**config.mk**
```make
export PLATFORM = sky130hd
export DESIGN_NAME = pmic_reg_bank
export DESIGN_NICKNAME = d
export VERILOG_FILES = /design/src/rtl/pmic_regs_pkg.sv /design/src/rtl/phase_offset_gen.sv /design/src/rtl/pmic_reg_bank.sv /design/src/rtl/sync_two_ff.sv
export SDC_FILE = /design/constraint.sdc
export NUM_CORES = 1
export LEC_CHECK = 0
export BUFFER_PORTS_ARGS = -buffer_cell sky130_fd_sc_hd__buf_2
export CORE_MARGIN = 5
export CORE_UTILIZATION = 25
export DETAILED_ROUTE_END_ITERATION = 8
export GPL_ROUTABILITY_DRIVEN = 0
export MAX_ROUTING_LAYER = met4
export PLACE_DENSITY = 0.45
export REMOVE_ABC_BUFFERS = 1
export SLEW_MARGIN = 25
export SYNTH_ARGS = -nofsm -noshare
export SYNTH_HDL_FRONTEND = slang
export SYNTH_SLANG_ARGS = --single-unit
```
**constraint.sdc**
```tcl
create_clock -name clock_in -period 2.2 [get_ports clock_in]
set_input_delay 0.44 -clock clock_in [delete_from_list [all_inputs] [get_ports clock_in]]
set_output_delay 0.44 -clock clock_in [all_outputs]
set_load 0.01 [all_outputs]
```
**src/rtl/pmic_regs_pkg.sv**
```systemverilog
package pmic_regs_pkg;

  localparam logic [7:0] ADDR_REVISION = 8'h00;
  localparam logic [7:0] ADDR_STATUS = 8'h01;
  localparam logic [7:0] ADDR_MASK = 8'h02;
  localparam logic [7:0] ADDR_ENABLE = 8'h03;
  localparam logic [7:0] ADDR_CONV_CTRL = 8'h04;

  localparam logic [7:0] MASK_RESET = 8'hc0;
  localparam logic [7:0] ENABLE_RESET = 8'hff;
  localparam logic [7:0] CONV_CTRL_RESET = 8'hb1;
  localparam logic [7:0] UNMAPPED_READ = 8'hff;

  // writable bit sets; the rest of each register is constant
  localparam logic [7:0] MASK_RW_BITS = 8'hfe;
  localparam logic [7:0] ENABLE_RW_BITS = 8'h3e;

  localparam int STAT_POWER_FAIL_BIT = 7;
  localparam int STAT_LOW_BATT_BIT = 6;
  // supply index 4..0 = buck1, buck2, buck3, linear_reg2, linear_reg1 at bits 5..1
  localparam int SUPPLY_LSB = 1;
  localparam int SUPPLY_COUNT = 5;
  localparam int BUCK3_IDX = 2;

  localparam logic [6:0] DEFAULT_SLAVE_ADDR = 7'h48;
  // arbitrary neutral revision code
  localparam logic [7:0] DEFAULT_REVISION = 8'h5a;

  localparam int PHASE_STEPS = 4;
  localparam int DEFAULT_SWITCH_PERIOD = 16;

  typedef struct packed {
    logic [1:0] buck2_phase;
    logic [1:0] buck3_phase;
    logic low_ripple;
    logic forced_fixed_freq_bit_buck2;
    logic forced_fixed_freq_bit_buck1;
    logic forced_fixed_freq_bit_buck3;
  } conv_ctrl_t;

  typedef struct packed {
    logic valid;
    logic [7:0] addr;
    logic [7:0] data;
  } reg_write_t;

endpackage

```
**src/rtl/phase_offset_gen.sv**
```systemverilog
`timescale 1ns/1ns
module phase_offset_gen
  import pmic_regs_pkg::*;
#(
  parameter int PERIOD = DEFAULT_SWITCH_PERIOD
) (
  // clock and reset
  input wire logic clock_in,
  input wire logic srst_in,
  // quarter-cycle delay codes
  input wire logic [1:0] buck2_code_in,
  input wire logic [1:0] buck3_code_in,
  // one-cycle switching-cycle start pulses
  output logic buck1_start_out,
  output logic buck2_start_out,
  output logic buck3_start_out
);
  localparam int CW = $clog2(PERIOD);
  localparam int QUARTER = PERIOD / PHASE_STEPS;
  logic [CW-1:0] count_ff;

  function automatic logic [CW-1:0] offset(input logic [1:0] code);
    offset = CW'(int'(code) * QUARTER);
  endfunction

  always_ff @(posedge clock_in) begin
    if (srst_in) begin
      count_ff <= '0;
    end else if (count_ff == CW'(PERIOD - 1)) begin
      count_ff <= '0;
    end else begin
      count_ff <= count_ff + 1'b1;
    end
  end

  always_ff @(posedge clock_in) begin
    if (srst_in) begin
      buck1_start_out <= 1'b0;
      buck2_start_out <= 1'b0;
      buck3_start_out <= 1'b0;
    end else begin
      buck1_start_out <= (count_ff == '0);
      buck2_start_out <= (count_ff == offset(buck2_code_in));
      buck3_start_out <= (count_ff == offset(buck3_code_in));
    end
  end
endmodule // phase_offset_gen

```
**src/rtl/pmic_reg_bank.sv**
```systemverilog
`timescale 1ns/1ns
module pmic_reg_bank
  import pmic_regs_pkg::*;
#(
  parameter logic [6:0] SLAVE_ADDR = DEFAULT_SLAVE_ADDR,
  parameter logic [7:0] REVISION = DEFAULT_REVISION,
  parameter int SWITCH_PERIOD = DEFAULT_SWITCH_PERIOD
) (
  // clock and reset
  input wire logic clock_in,
  input wire logic srst_in,
  // two-wire serial bus; sda is open drain, oe low pulls the line low
  input wire logic scl_in,
  input wire logic sda_in,
  output logic sda_out,
  output logic sda_oe_n_out,
  // comparator and monitor inputs
  input wire logic undervoltage_lockout_in,
  input wire logic power_fail_sense_in,
  input wire logic battery_sense_in,
  input wire logic [SUPPLY_COUNT-1:0] supply_low_in,
  input wire logic dynamic_voltage_move_in,
  // enable pins
  input wire logic buck1_enable_pin_in,
  input wire logic buck2_enable_pin_in,
  input wire logic buck3_enable_pin_in,
  input wire logic linear_reg_enable_pin_in,
  // supply and converter controls
  output logic [SUPPLY_COUNT-1:0] supply_on_out,
  output logic forced_fixed_freq_bit_buck1_out,
  output logic forced_fixed_freq_bit_buck2_out,
  output logic forced_fixed_freq_bit_buck3_out,
  output logic low_ripple_out,
  output logic buck1_start_out,
  output logic buck2_start_out,
  output logic buck3_start_out,
  // fault interrupt, active low
  output logic fault_int_n_out
);
  localparam int NSYNC = 10 + SUPPLY_COUNT;

  typedef enum {
    ST_IDLE, ST_ADDR, ST_ACK_ADDR, ST_PTR, ST_ACK_PTR,
    ST_WDATA, ST_ACK_W, ST_RDATA, ST_RACK
  } bus_state_t;

  // synchronised pins
  logic [NSYNC-1:0] pins_sync;
  logic scl_s, sda_s, undervoltage_lockout_s, pfail_s, lbatt_s, dvm_s;
  logic [SUPPLY_COUNT-1:0] low_s;
  logic [SUPPLY_COUNT-1:0] pin_en_s;

  // scl and sda idle high; a low reset value would fake a bus edge after reset
  sync_two_ff #(
    .WIDTH(NSYNC),
    .RESET_VALUE({2'b11, {(NSYNC - 2){1'b0}}})
  ) u_sync (
    .clock_in(clock_in),
    .srst_in(srst_in),
    .async_in({scl_in, sda_in, undervoltage_lockout_in, power_fail_sense_in,
               battery_sense_in, dynamic_voltage_move_in, supply_low_in,
               buck1_enable_pin_in, buck2_enable_pin_in, buck3_enable_pin_in,
               linear_reg_enable_pin_in}),
    .sync_out(pins_sync)
  );

  logic buck1_pin_s, buck2_pin_s, buck3_pin_s, lreg_pin_s;
  assign {scl_s, sda_s, undervoltage_lockout_s, pfail_s, lbatt_s, dvm_s, low_s,
          buck1_pin_s, buck2_pin_s, buck3_pin_s, lreg_pin_s} = pins_sync;
  // the shared linear regulator pin gates both linear regulators
  assign pin_en_s = {buck1_pin_s, buck2_pin_s, buck3_pin_s, lreg_pin_s, lreg_pin_s};

  // registers
  logic [7:0] mask_ff;
  logic [7:0] enable_ff;
  conv_ctrl_t conv_ff;
  logic [7:0] blocked_ff;
  reg_write_t wr_req_ff;
  logic status_read_ff;

  // status composition
  logic [SUPPLY_COUNT-1:0] supply_on;
  logic [SUPPLY_COUNT-1:0] supply_fault;
  logic [7:0] status;

  // the register bit and the pin must both be high
  assign supply_on = enable_ff[SUPPLY_LSB +: SUPPLY_COUNT] & pin_en_s;

  always_comb begin
    supply_fault = low_s & supply_on;
    supply_fault[BUCK3_IDX] = supply_fault[BUCK3_IDX] & ~dvm_s;
    status = '0;
    status[STAT_POWER_FAIL_BIT] = pfail_s;
    status[STAT_LOW_BATT_BIT] = lbatt_s;
    status[SUPPLY_LSB +: SUPPLY_COUNT] = supply_fault;
  end

  function automatic logic [7:0] reg_read(input logic [7:0] addr, input logic [7:0] stat,
                                           input logic [7:0] msk, input logic [7:0] ena,
                                           input conv_ctrl_t cc);
    case (addr)
      ADDR_REVISION: reg_read = REVISION;
      ADDR_STATUS: reg_read = stat;
      ADDR_MASK: reg_read = msk;
      ADDR_ENABLE: reg_read = ena;
      ADDR_CONV_CTRL: reg_read = cc;
      default: reg_read = UNMAPPED_READ;
    endcase
  endfunction

  // write strobe decode shared by the three writable registers
  function automatic logic wr_hit(input reg_write_t req, input logic [7:0] addr);
    wr_hit = req.valid && (req.addr == addr);
  endfunction

  // mask register; undervoltage lockout reloads the default
  always_ff @(posedge clock_in) begin
    if (srst_in || undervoltage_lockout_s) begin
      mask_ff <= MASK_RESET;
    end else if (wr_hit(wr_req_ff, ADDR_MASK)) begin
      mask_ff <= wr_req_ff.data & MASK_RW_BITS;
    end
  end

  // supply enable register; a low pin wins over a host write to the same bit
  always_ff @(posedge clock_in) begin
    if (srst_in || undervoltage_lockout_s) begin
      enable_ff <= ENABLE_RESET;
    end else begin
      if (wr_hit(wr_req_ff, ADDR_ENABLE)) begin
        enable_ff <= (wr_req_ff.data & ENABLE_RW_BITS) | ~ENABLE_RW_BITS;
      end
      for (int i = 0; i < SUPPLY_COUNT; i++) begin
        if (!pin_en_s[i]) begin
          enable_ff[SUPPLY_LSB + i] <= 1'b1;
        end
      end
    end
  end

  // converter control; every bit is writable
  always_ff @(posedge clock_in) begin
    if (srst_in || undervoltage_lockout_s) begin
      conv_ff <= CONV_CTRL_RESET;
    end else if (wr_hit(wr_req_ff, ADDR_CONV_CTRL)) begin
      conv_ff <= wr_req_ff.data;
    end
  end

  // interrupt blocking: a read blocks the bits active at that moment; a block
  // lifts when its bit goes inactive, so a later fault can interrupt again
  always_ff @(posedge clock_in) begin
    if (srst_in || undervoltage_lockout_s) begin
      blocked_ff <= '0;
    end else if (status_read_ff) begin
      blocked_ff <= (blocked_ff | status) & status;
    end else begin
      blocked_ff <= blocked_ff & status;
    end
  end

  always_ff @(posedge clock_in) begin
    if (srst_in) begin
      fault_int_n_out <= 1'b1;
    end else begin
      fault_int_n_out <= ~|(status & ~mask_ff & ~blocked_ff);
    end
  end

  // supply switches
  always_ff @(posedge clock_in) begin
    if (srst_in) begin
      supply_on_out <= '0;
    end else begin
      supply_on_out <= supply_on;
    end
  end

  // converter controls
  always_ff @(posedge clock_in) begin
    if (srst_in) begin
      forced_fixed_freq_bit_buck1_out <= 1'b0;
      forced_fixed_freq_bit_buck2_out <= 1'b0;
      forced_fixed_freq_bit_buck3_out <= 1'b0;
      low_ripple_out <= 1'b0;
    end else begin
      forced_fixed_freq_bit_buck2_out <= conv_ff.forced_fixed_freq_bit_buck2;
      forced_fixed_freq_bit_buck1_out <= conv_ff.forced_fixed_freq_bit_buck1;
      forced_fixed_freq_bit_buck3_out <= conv_ff.forced_fixed_freq_bit_buck3;
      low_ripple_out <= conv_ff.low_ripple;
    end
  end

  phase_offset_gen #(
    .PERIOD(SWITCH_PERIOD)
  ) u_phase (
    .clock_in(clock_in),
    .srst_in(srst_in),
    .buck2_code_in(conv_ff.buck2_phase),
    .buck3_code_in(conv_ff.buck3_phase),
    .buck1_start_out(buck1_start_out),
    .buck2_start_out(buck2_start_out),
    .buck3_start_out(buck3_start_out)
  );

  // serial slave engine
  bus_state_t state_ff;
  logic scl_q_ff, sda_q_ff;
  logic [3:0] bit_cnt_ff;
  logic [7:0] shift_ff;
  logic [7:0] ptr_ff;
  logic [7:0] rd_ff;
  logic rw_ff;
  logic master_ack_ff;
  logic scl_rise, scl_fall, start_cond, stop_cond;
  logic [7:0] rd_value;
  logic read_load, data_byte_end;

  always_ff @(posedge clock_in) begin
    if (srst_in) begin
      scl_q_ff <= 1'b1;
      sda_q_ff <= 1'b1;
    end else begin
      scl_q_ff <= scl_s;
      sda_q_ff <= sda_s;
    end
  end

  assign scl_rise = scl_s & ~scl_q_ff;
  assign scl_fall = ~scl_s & scl_q_ff;
  assign start_cond = scl_s & scl_q_ff & sda_q_ff & ~sda_s;
  assign stop_cond = scl_s & scl_q_ff & ~sda_q_ff & sda_s;

  // a byte is loaded for the host after an address ack with read set, or a host ack
  assign rd_value = reg_read(ptr_ff, status, mask_ff, enable_ff, conv_ff);
  assign read_load = scl_fall && ((state_ff == ST_ACK_ADDR && rw_ff) ||
                                  (state_ff == ST_RACK && master_ack_ff));
  assign data_byte_end = scl_fall && state_ff == ST_WDATA && bit_cnt_ff == 4'h8;

  // one-cycle strobes towards the registers; addr and data only count with valid
  always_ff @(posedge clock_in) begin
    if (srst_in) begin
      wr_req_ff <= '0;
      status_read_ff <= 1'b0;
    end else begin
      wr_req_ff.valid <= data_byte_end;
      wr_req_ff.addr <= ptr_ff;
      wr_req_ff.data <= shift_ff;
      status_read_ff <= read_load && (ptr_ff == ADDR_STATUS);
    end
  end

  always_ff @(posedge clock_in) begin
    if (srst_in) begin
      state_ff <= ST_IDLE;
      bit_cnt_ff <= '0;
      shift_ff <= '0;
      ptr_ff <= '0;
      rd_ff <= '0;
      rw_ff <= 1'b0;
      master_ack_ff <= 1'b0;
      sda_oe_n_out <= 1'b1;
    end else begin
      if (start_cond) begin
        state_ff <= ST_ADDR;
        bit_cnt_ff <= '0;
        sda_oe_n_out <= 1'b1;
      end else if (stop_cond) begin
        state_ff <= ST_IDLE;
        sda_oe_n_out <= 1'b1;
      end else if (scl_rise) begin
        case (state_ff)
          ST_ADDR, ST_PTR, ST_WDATA: begin
            shift_ff <= {shift_ff[6:0], sda_s};
            bit_cnt_ff <= bit_cnt_ff + 4'h1;
          end
          ST_RDATA: bit_cnt_ff <= bit_cnt_ff + 4'h1;
          ST_RACK: master_ack_ff <= ~sda_s;
          default: ;
        endcase
      end else if (scl_fall) begin
        case (state_ff)
          ST_ADDR: begin
            if (bit_cnt_ff == 4'h8) begin
              if (shift_ff[7:1] == SLAVE_ADDR) begin
                sda_oe_n_out <= 1'b0;
                rw_ff <= shift_ff[0];
                state_ff <= ST_ACK_ADDR;
              end else begin
                state_ff <= ST_IDLE;
              end
            end
          end
          ST_ACK_ADDR, ST_RACK: begin
            bit_cnt_ff <= '0;
            if (read_load) begin
              // first bit goes out now; the pointer steps for burst reads
              rd_ff <= {rd_value[6:0], 1'b0};
              sda_oe_n_out <= rd_value[7];
              ptr_ff <= ptr_ff + 8'h01;
              state_ff <= ST_RDATA;
            end else if (state_ff == ST_ACK_ADDR) begin
              sda_oe_n_out <= 1'b1;
              state_ff <= ST_PTR;
            end else begin
              sda_oe_n_out <= 1'b1;
              state_ff <= ST_IDLE;
            end
          end
          ST_PTR, ST_WDATA: begin
            if (bit_cnt_ff == 4'h8) begin
              sda_oe_n_out <= 1'b0;
              if (state_ff == ST_PTR) begin
                ptr_ff <= shift_ff;
                state_ff <= ST_ACK_PTR;
              end else begin
                ptr_ff <= ptr_ff + 8'h01;
                state_ff <= ST_ACK_W;
              end
            end
          end
          ST_ACK_PTR, ST_ACK_W: begin
            sda_oe_n_out <= 1'b1;
            bit_cnt_ff <= '0;
            state_ff <= ST_WDATA;
          end
          ST_RDATA: begin
            if (bit_cnt_ff == 4'h8) begin
              sda_oe_n_out <= 1'b1;
              state_ff <= ST_RACK;
            end else begin
              sda_oe_n_out <= rd_ff[7];
              rd_ff <= {rd_ff[6:0], 1'b0};
            end
          end
          default: state_ff <= ST_IDLE;
        endcase
      end
    end
  end

  // the line is only ever pulled low; the enable carries the data
  always_ff @(posedge clock_in) begin
    sda_out <= 1'b0;
  end
endmodule // pmic_reg_bank

```
**src/rtl/sync_two_ff.sv**
```systemverilog
`timescale 1ns/1ns
module sync_two_ff #(
  parameter int WIDTH = 1,
  parameter logic [WIDTH-1:0] RESET_VALUE = '0
) (
  // clock and reset
  input wire logic clock_in,
  input wire logic srst_in,
  // async levels in, synchronised levels out
  input wire logic [WIDTH-1:0] async_in,
  output logic [WIDTH-1:0] sync_out
);
  logic [WIDTH-1:0] meta_ff;

  always_ff @(posedge clock_in) begin
    if (srst_in) begin
      meta_ff <= RESET_VALUE;
      sync_out <= RESET_VALUE;
    end else begin
      meta_ff <= async_in;
      sync_out <= meta_ff;
    end
  end
endmodule // sync_two_ff

```
==> impl_metrics.env, run 1 <==
export IMPL_start_util_pct=25.3
export IMPL_pin_count=32
export IMPL_crit_buf_inv=0
export IMPL_drive_above_1_share_pct=17.1
export IMPL_placed_cell_area_um2=5790
export IMPL_synth_seq_cells=128
export IMPL_finClkSkew_ns=0.0180
export IMPL_post_drt_wl_per_cell_um=14.8
export IMPL_rows=53
export IMPL_async_flop_share_pct=0
export IMPL_top_usage_layer="met2"
export IMPL_cts_resized=0
export IMPL_postSynthAreaPerCell_um2=9.41
export IMPL_die_y_um=156
export IMPL_cts_made_buffers=17
export IMPL_dr_first_iter_drc_count=216
export IMPL_pwr_density_cell_nw_per_um2=840
export IMPL_fin_ws_ns=0.184
export IMPL_cp_max_fo=14
export IMPL_synthTopCellsByArea="dfxtp_1 48%, mux2i_1 6.0%, nor2b_1 5.2%"
export IMPL_yosysTopAreaCellShare_pct=48.4
export IMPL_setup_violations=0
export IMPL_endpoint_kind="flop"
export IMPL_post_cts_buffers=0
export IMPL_hold_buffers=0
export IMPL_wl_mm=13.1
export IMPL_worstMarginPinSlew_ns=0.565
export IMPL_p_leak_nw=2.48
export IMPL_stdcell_count=883
export IMPL_htree_levels=4
export IMPL_hp_class="input port to flop"
export IMPL_dp_cells=851
export IMPL_synth_cells=563
export IMPL_final_nets=623
export IMPL_slew_violations=0
export IMPL_ys_warn_count=0
export IMPL_avgViaCountPerCell=4.65
export IMPL_synth_area_um2=5300
export IMPL_synth_top_area_cell="dfxtp_1"
export IMPL_yosys_top_cells_count="128 x dfxtp_1, 61 x nor2_1, 44 x nor2b_1, 32 x mux2i_1, 26 x nand3_1"
export IMPL_critPathLaunch="state_ff[3]"
export IMPL_die_x_um=156
export IMPL_cap_violations=0
export IMPL_cts_num_sinks=128
export IMPL_vdd_ir_drop_max_uv=455
export IMPL_crit_type="flop to flop"
export IMPL_final_antenna_net_count=0
export IMPL_max_freq_mhz=496
export IMPL_status="completed"
export IMPL_fin_crit_sh_pct=91.6
export IMPL_slew_headroom_pct=62.3
export IMPL_fin_area_um2=6390
export IMPL_clk_path_buf_depth=2
export IMPL_critPathTopFamily="simple AND/OR/NAND/NOR gates"
export IMPL_track_usage_pct=11.7
export IMPL_grt_use_met2_pct=17.2
export IMPL_multi_input_area_um2=2530
export IMPL_synth_edf_count=0
export IMPL_design_core_area_um2=21000
export IMPL_grt_max_degree=41
export IMPL_synth_seq_area_share_pct=48.4
export IMPL_rsz0062_at_grt="no"
export IMPL_ff_latch_area_um2=2560
export IMPL_hpwl_mm=9.52
export IMPL_grtUsageMet1_pct=15.4
export IMPL_required_ns=2.49
export IMPL_hp_start="scl_in"
export IMPL_max_stage_delay_ns=0.58
export IMPL_portBuffers=30
export IMPL_r2r_start="state_ff[3]"
export IMPL_cts_tree="yes"
export IMPL_cp_arrival_ns=2.30
export IMPL_fillCellCount=2220
export IMPL_synth_most_common_cell="dfxtp_1"
export IMPL_root_buffer="clkbuf_16"
export IMPL_num_antenna_cells=0
export IMPL_whs_ns=0.212
export IMPL_clock_latency_ns=0.42
export IMPL_syn_to_final_growth_pct=20.7
export IMPL_grt_overflow_total=0
export IMPL_grt_pass1_wl_mm=21.7
export IMPL_dp_slack_ns=0.191
export IMPL_grt_met3_usage_pct=2.75
export IMPL_slowest_stage="dfxtp_1"
export IMPL_start_kind="flop"
export IMPL_synth_distinct_cells=64
export IMPL_drc=0
export IMPL_dieArea_um2=24200
export IMPL_cts_clk_slew_worst_paths_ns=0.06
export IMPL_fin_crit_ns=2.02
export IMPL_finalHoldViolCount=0
export IMPL_vias=4106
export IMPL_antenna_found_initial=0
export IMPL_cp_cell_sequence="nor4b_2 -> o21ba_2 -> a221oi_1 -> nor3b_1 -> a21oi_1"
export IMPL_ys_flop_type="dfxtp_1"
export IMPL_final_util_pct=30.5
export IMPL_grt_pass1_vias=4029
export IMPL_dr_pass1_iters=4
worst reg2reg max path, cell delays in order, from the launching register on:
cell      delay [ns]
dfxtp_1         0.58
nor4b_2         0.45
o21ba_2         0.22
a221oi_1        0.33
nor3b_1         0.23
a21oi_1         0.09
final cells by class:
type,count,area share [%]
timing repair buffer,49,4.58
multi-input combinational,383,39.6
clock buffer,22,7.42
sequential,128,40.1
clock inverter,10,1.94
tap,275,5.38
inverter,16,0.940
where the power goes:
group	switching [mW]	internal (mW)
Sequential	0.0267	2.36
Clock	1.05	1.77
Combinational	0.0980	0.0664
state kept, by name, summed over array words and instances, names as in the netlist, 4 cells and up:
signal and count:
bit_cnt_ff 4, blocked_ff 7, conv_ff 8, enable_ff 5, mask_ff 7, ptr_ff 8
rd_ff 7, shift_ff 8, state_ff 4, supply_on_out 5, u_phase.count_ff 4, u_sync.meta_ff 15
u_sync.sync_out 15, wr_req_ff 17
placed cells by master (no fill, tap or decap), drive strengths merged, types with 6 or more instances in the layout:
cell / instances
mux2i: 32
dfxtp: 128
o211ai: 6
nor2b: 44
a21oi: 16
and3: 10
nand2b: 6
nor3: 23
or2: 6
o21ai: 17
clkbuf: 22
nor2: 62
nand3: 26
a211oi: 6
nand2: 24
a22oi: 6
inv: 18
buf: 49
xor2: 6
ha: 11
layer usage:
| metal | routed length (um) | part of all wire (%) |
|---|---|---|
| met1 | 6450 | 49 |
| met5 | 0 | 0 |
| met2 | 6040 | 46 |
| met3 | 349 | 2.7 |
| met4 | 236 | 1.8 |
logic make-up (layout without fill, tap and decap cells):
kind of cell,count (synthesis),count (layout),synth area share [%]
other,1,1,0.0708
DFF,128,128,48.4
AOI/OAI and AO/OA,91,91,12.6
muxes,32,32,6.05
adders and majority gates,11,11,2.60
and+or+nand+nor,237,237,24.5
xor gates and xnor gates,11,11,1.82
buffers and inverters,52,97,3.99
final timing paths:
| path | endpoint | slack [ns] | cells past startpoint |
|---|---|---|---|
| worst min register to register | u_sync.sync_out[14] | 0.41 | 1 |
| worst max register to register | sda_oe_n_out | 0.18 | 5 |
| worst max-delay path | sda_oe_n_out | 0.18 | 5 |
| worst min-delay path | u_sync.meta_ff[14] | 0.21 | 2 |
metrics by stage:
step	power, mW	TNS, ns
5_1_grt	5.59	0
6_report	5.37	0
3_5_place_dp	2.60	0
3_3_place_gp	2.60	0
2_1_floorplan	2.51	-2.47
4_1_cts	5.45	0
Note: power is estimated with default switching activity, not from simulation.
==> run 2: changes to the inputs <==
--- a/config.mk
+++ b/config.mk
@@ -11,7 +11,7 @@
 export DETAILED_ROUTE_END_ITERATION = 8
 export GPL_ROUTABILITY_DRIVEN = 0
 export MAX_ROUTING_LAYER = met4
-export PLACE_DENSITY = 0.45
+export PLACE_DENSITY = 0.46
 export REMOVE_ABC_BUFFERS = 1
 export SLEW_MARGIN = 25
 export SYNTH_ARGS = -nofsm -noshare
==> constraint.sdc (replaced) <==
create_clock -name clock_in -period 1.8 [get_ports clock_in]
set_input_delay 0.36 -clock clock_in [delete_from_list [all_inputs] [get_ports clock_in]]
set_output_delay 0.36 -clock clock_in [all_outputs]
set_load 0.01 [all_outputs]
==> impl_metrics.env, run 2 (synthesized netlist as in run 1, its figures left out) <==
export IMPL_status="complete, but fails checks"
export IMPL_violations="setup timing"
export IMPL_grt_max_degree=50
export IMPL_clk_path_buf_depth=2
export IMPL_ff_latch_area_um2=2570
export IMPL_endpoint_kind="flop"
export IMPL_final_nets=685
export IMPL_start_util_pct=25.3
export IMPL_dr_pass1_iters=4
export IMPL_start_kind="flop"
export IMPL_layout_commonest_cell="dfxtp_1"
export IMPL_top_regs="wr_req_ff x17, u_sync.meta_ff x15, u_sync.sync_out x15"
export IMPL_hold_buffers=0
export IMPL_grt_overflow_total=0
export IMPL_dp_cells=899
export IMPL_setup_violations=1
export IMPL_critPathTopFamily="buffers and inverters"
export IMPL_vias=4292
export IMPL_stdcell_count=944
export IMPL_syn_to_final_growth_pct=36.1
export IMPL_multi_input_area_um2=2780
export IMPL_cap_violations=0
export IMPL_final_antenna_net_count=0
export IMPL_cp_max_fo=7
export IMPL_max_stage_delay_ns=0.38
export IMPL_antenna_found_initial=0
export IMPL_rows=53
export IMPL_rsz0062_at_grt="yes"
export IMPL_whs_ns=0.134
export IMPL_total_power_mw=6.89
export IMPL_hp_class="input port to flop"
export IMPL_track_usage_pct=12.2
export IMPL_r2r_slack_ns=-0.04
export IMPL_fin_crit_sh_pct=102
export IMPL_root_buffer="clkbuf_16"
export IMPL_finalSetupTns_ns=-0.0417
export IMPL_die_x_um=156
export IMPL_num_antenna_cells=0
export IMPL_htree_levels=4
export IMPL_fin_ws_ns=-0.0417
export IMPL_finalHoldViolCount=0
export IMPL_avgViaCountPerCell=4.55
export IMPL_vdd_ir_drop_max_uv=494
export IMPL_max_freq_mhz=543
export IMPL_grt_pass1_vias=4347
export IMPL_top_register="wr_req_ff"
export IMPL_dp_slack_ns=-0.115
export IMPL_cp_arrival_ns=2.17
export IMPL_slew_violations=0
export IMPL_cp_cell_sequence="nor4b_4 -> buf_4 -> a32o_1 -> o211ai_1 -> buf_4 -> buf_6 -> o32ai_2"
export IMPL_design_core_area_um2=21000
export IMPL_post_drt_wl_per_cell_um=14.9
export IMPL_required_ns=2.12
export IMPL_final_util_pct=34.4
export IMPL_fin_crit_ns=1.84
export IMPL_wl_mm=14.1
export IMPL_portBuffers=30
export IMPL_placed_cell_area_um2=6180
export IMPL_dieArea_um2=24200
export IMPL_clock_latency_ns=0.41
export IMPL_slowest_stage="nor4b_4"
export IMPL_drc=0
export IMPL_pin_count=32
export IMPL_cts_tree="yes"
export IMPL_die_y_um=156
export IMPL_pwr_density_cell_nw_per_um2=957
export IMPL_p_leak_nw=2.87
export IMPL_cts_num_sinks=128
export IMPL_final_cell_mix="120 x dfxtp_1, 73 x buf_4, 59 x nor2_1"
export IMPL_grt_pass1_wl_mm=22.8
export IMPL_cp_common_cell="buf_4"
export IMPL_fin_area_um2=7210
export IMPL_largest_reg_flops=17
export IMPL_crit_type="flop to flop"
export IMPL_hpwl_mm=10.1
export IMPL_cts_made_buffers=17
export IMPL_dr_first_iter_drc_count=284
export IMPL_crit_buf_inv=3
export IMPL_drive_above_1_share_pct=31.8
export IMPL_finClkSkew_ns=0.00759
export IMPL_cts_clk_slew_worst_paths_ns=0.06
export IMPL_fillCellCount=2168
[run 2: cell types whose count changed in the layout (fill, tap and decap cells not counted), sizes merged]
cell    delta
clkbuf     -2
buf       +62
bufinv     +2
clkinv     -1
[run 2: cell type report]
type / instances / share of cell area, %
Clock buffer: 20 / 6.48
Clock inverter: 11 / 2.47
Inverter: 16 / 0.833
Multi-Input combinational cell: 383 / 38.5
Sequential cell: 128 / 35.7
Tap cell: 275 / 4.78
Timing Repair Buffer: 111 / 11.2
[run 2: final timing paths]
path | cells past startpoint | start | endpoint
max | 7 | state_ff[0] | ptr_ff[6]
min | 2 | sda_in | u_sync.meta_ff[13]
max reg2reg | 7 | state_ff[0] | ptr_ff[6]
min reg2reg | 1 | u_sync.meta_ff[14] | u_sync.sync_out[14]
[run 2: where the power goes]
part | internal (mW) | switching (mW)
Sequential | 2.88 | 0.0276
Combinational | 0.104 | 0.138
Clock | 2.44 | 1.30
[run 2: timing repair]
item                                    CTS  global route
gates cloned                              0             1
pin swaps                                 9            28
buffers inserted                          4             9
endpoints found under the setup margin   13            27
resized for setup                        26            45
[run 2: worst reg2reg max path: cells and delay by family (launching register included)]
| family | cells | cell delay, ns |
|---|---|---|
| buffers and inverters | 3 | 0.51 |
| DFF | 1 | 0.37 |
| and+or+nand+nor | 1 | 0.38 |
| AOI/OAI and AO/OA | 3 | 0.49 |
[run 2: layer usage]
| metal | share of wire, % | vias up | track usage [%] |
|---|---|---|---|
| met5 | 0 | - | - |
| met4 | 1.2 | 0 | 3.96 |
| met3 | 3.1 | 12 | 3.02 |
| met2 | 47 | 54 | 18.9 |
| met1 | 48 | 2059 | 15.6 |
| li1 | - | 2167 | - |
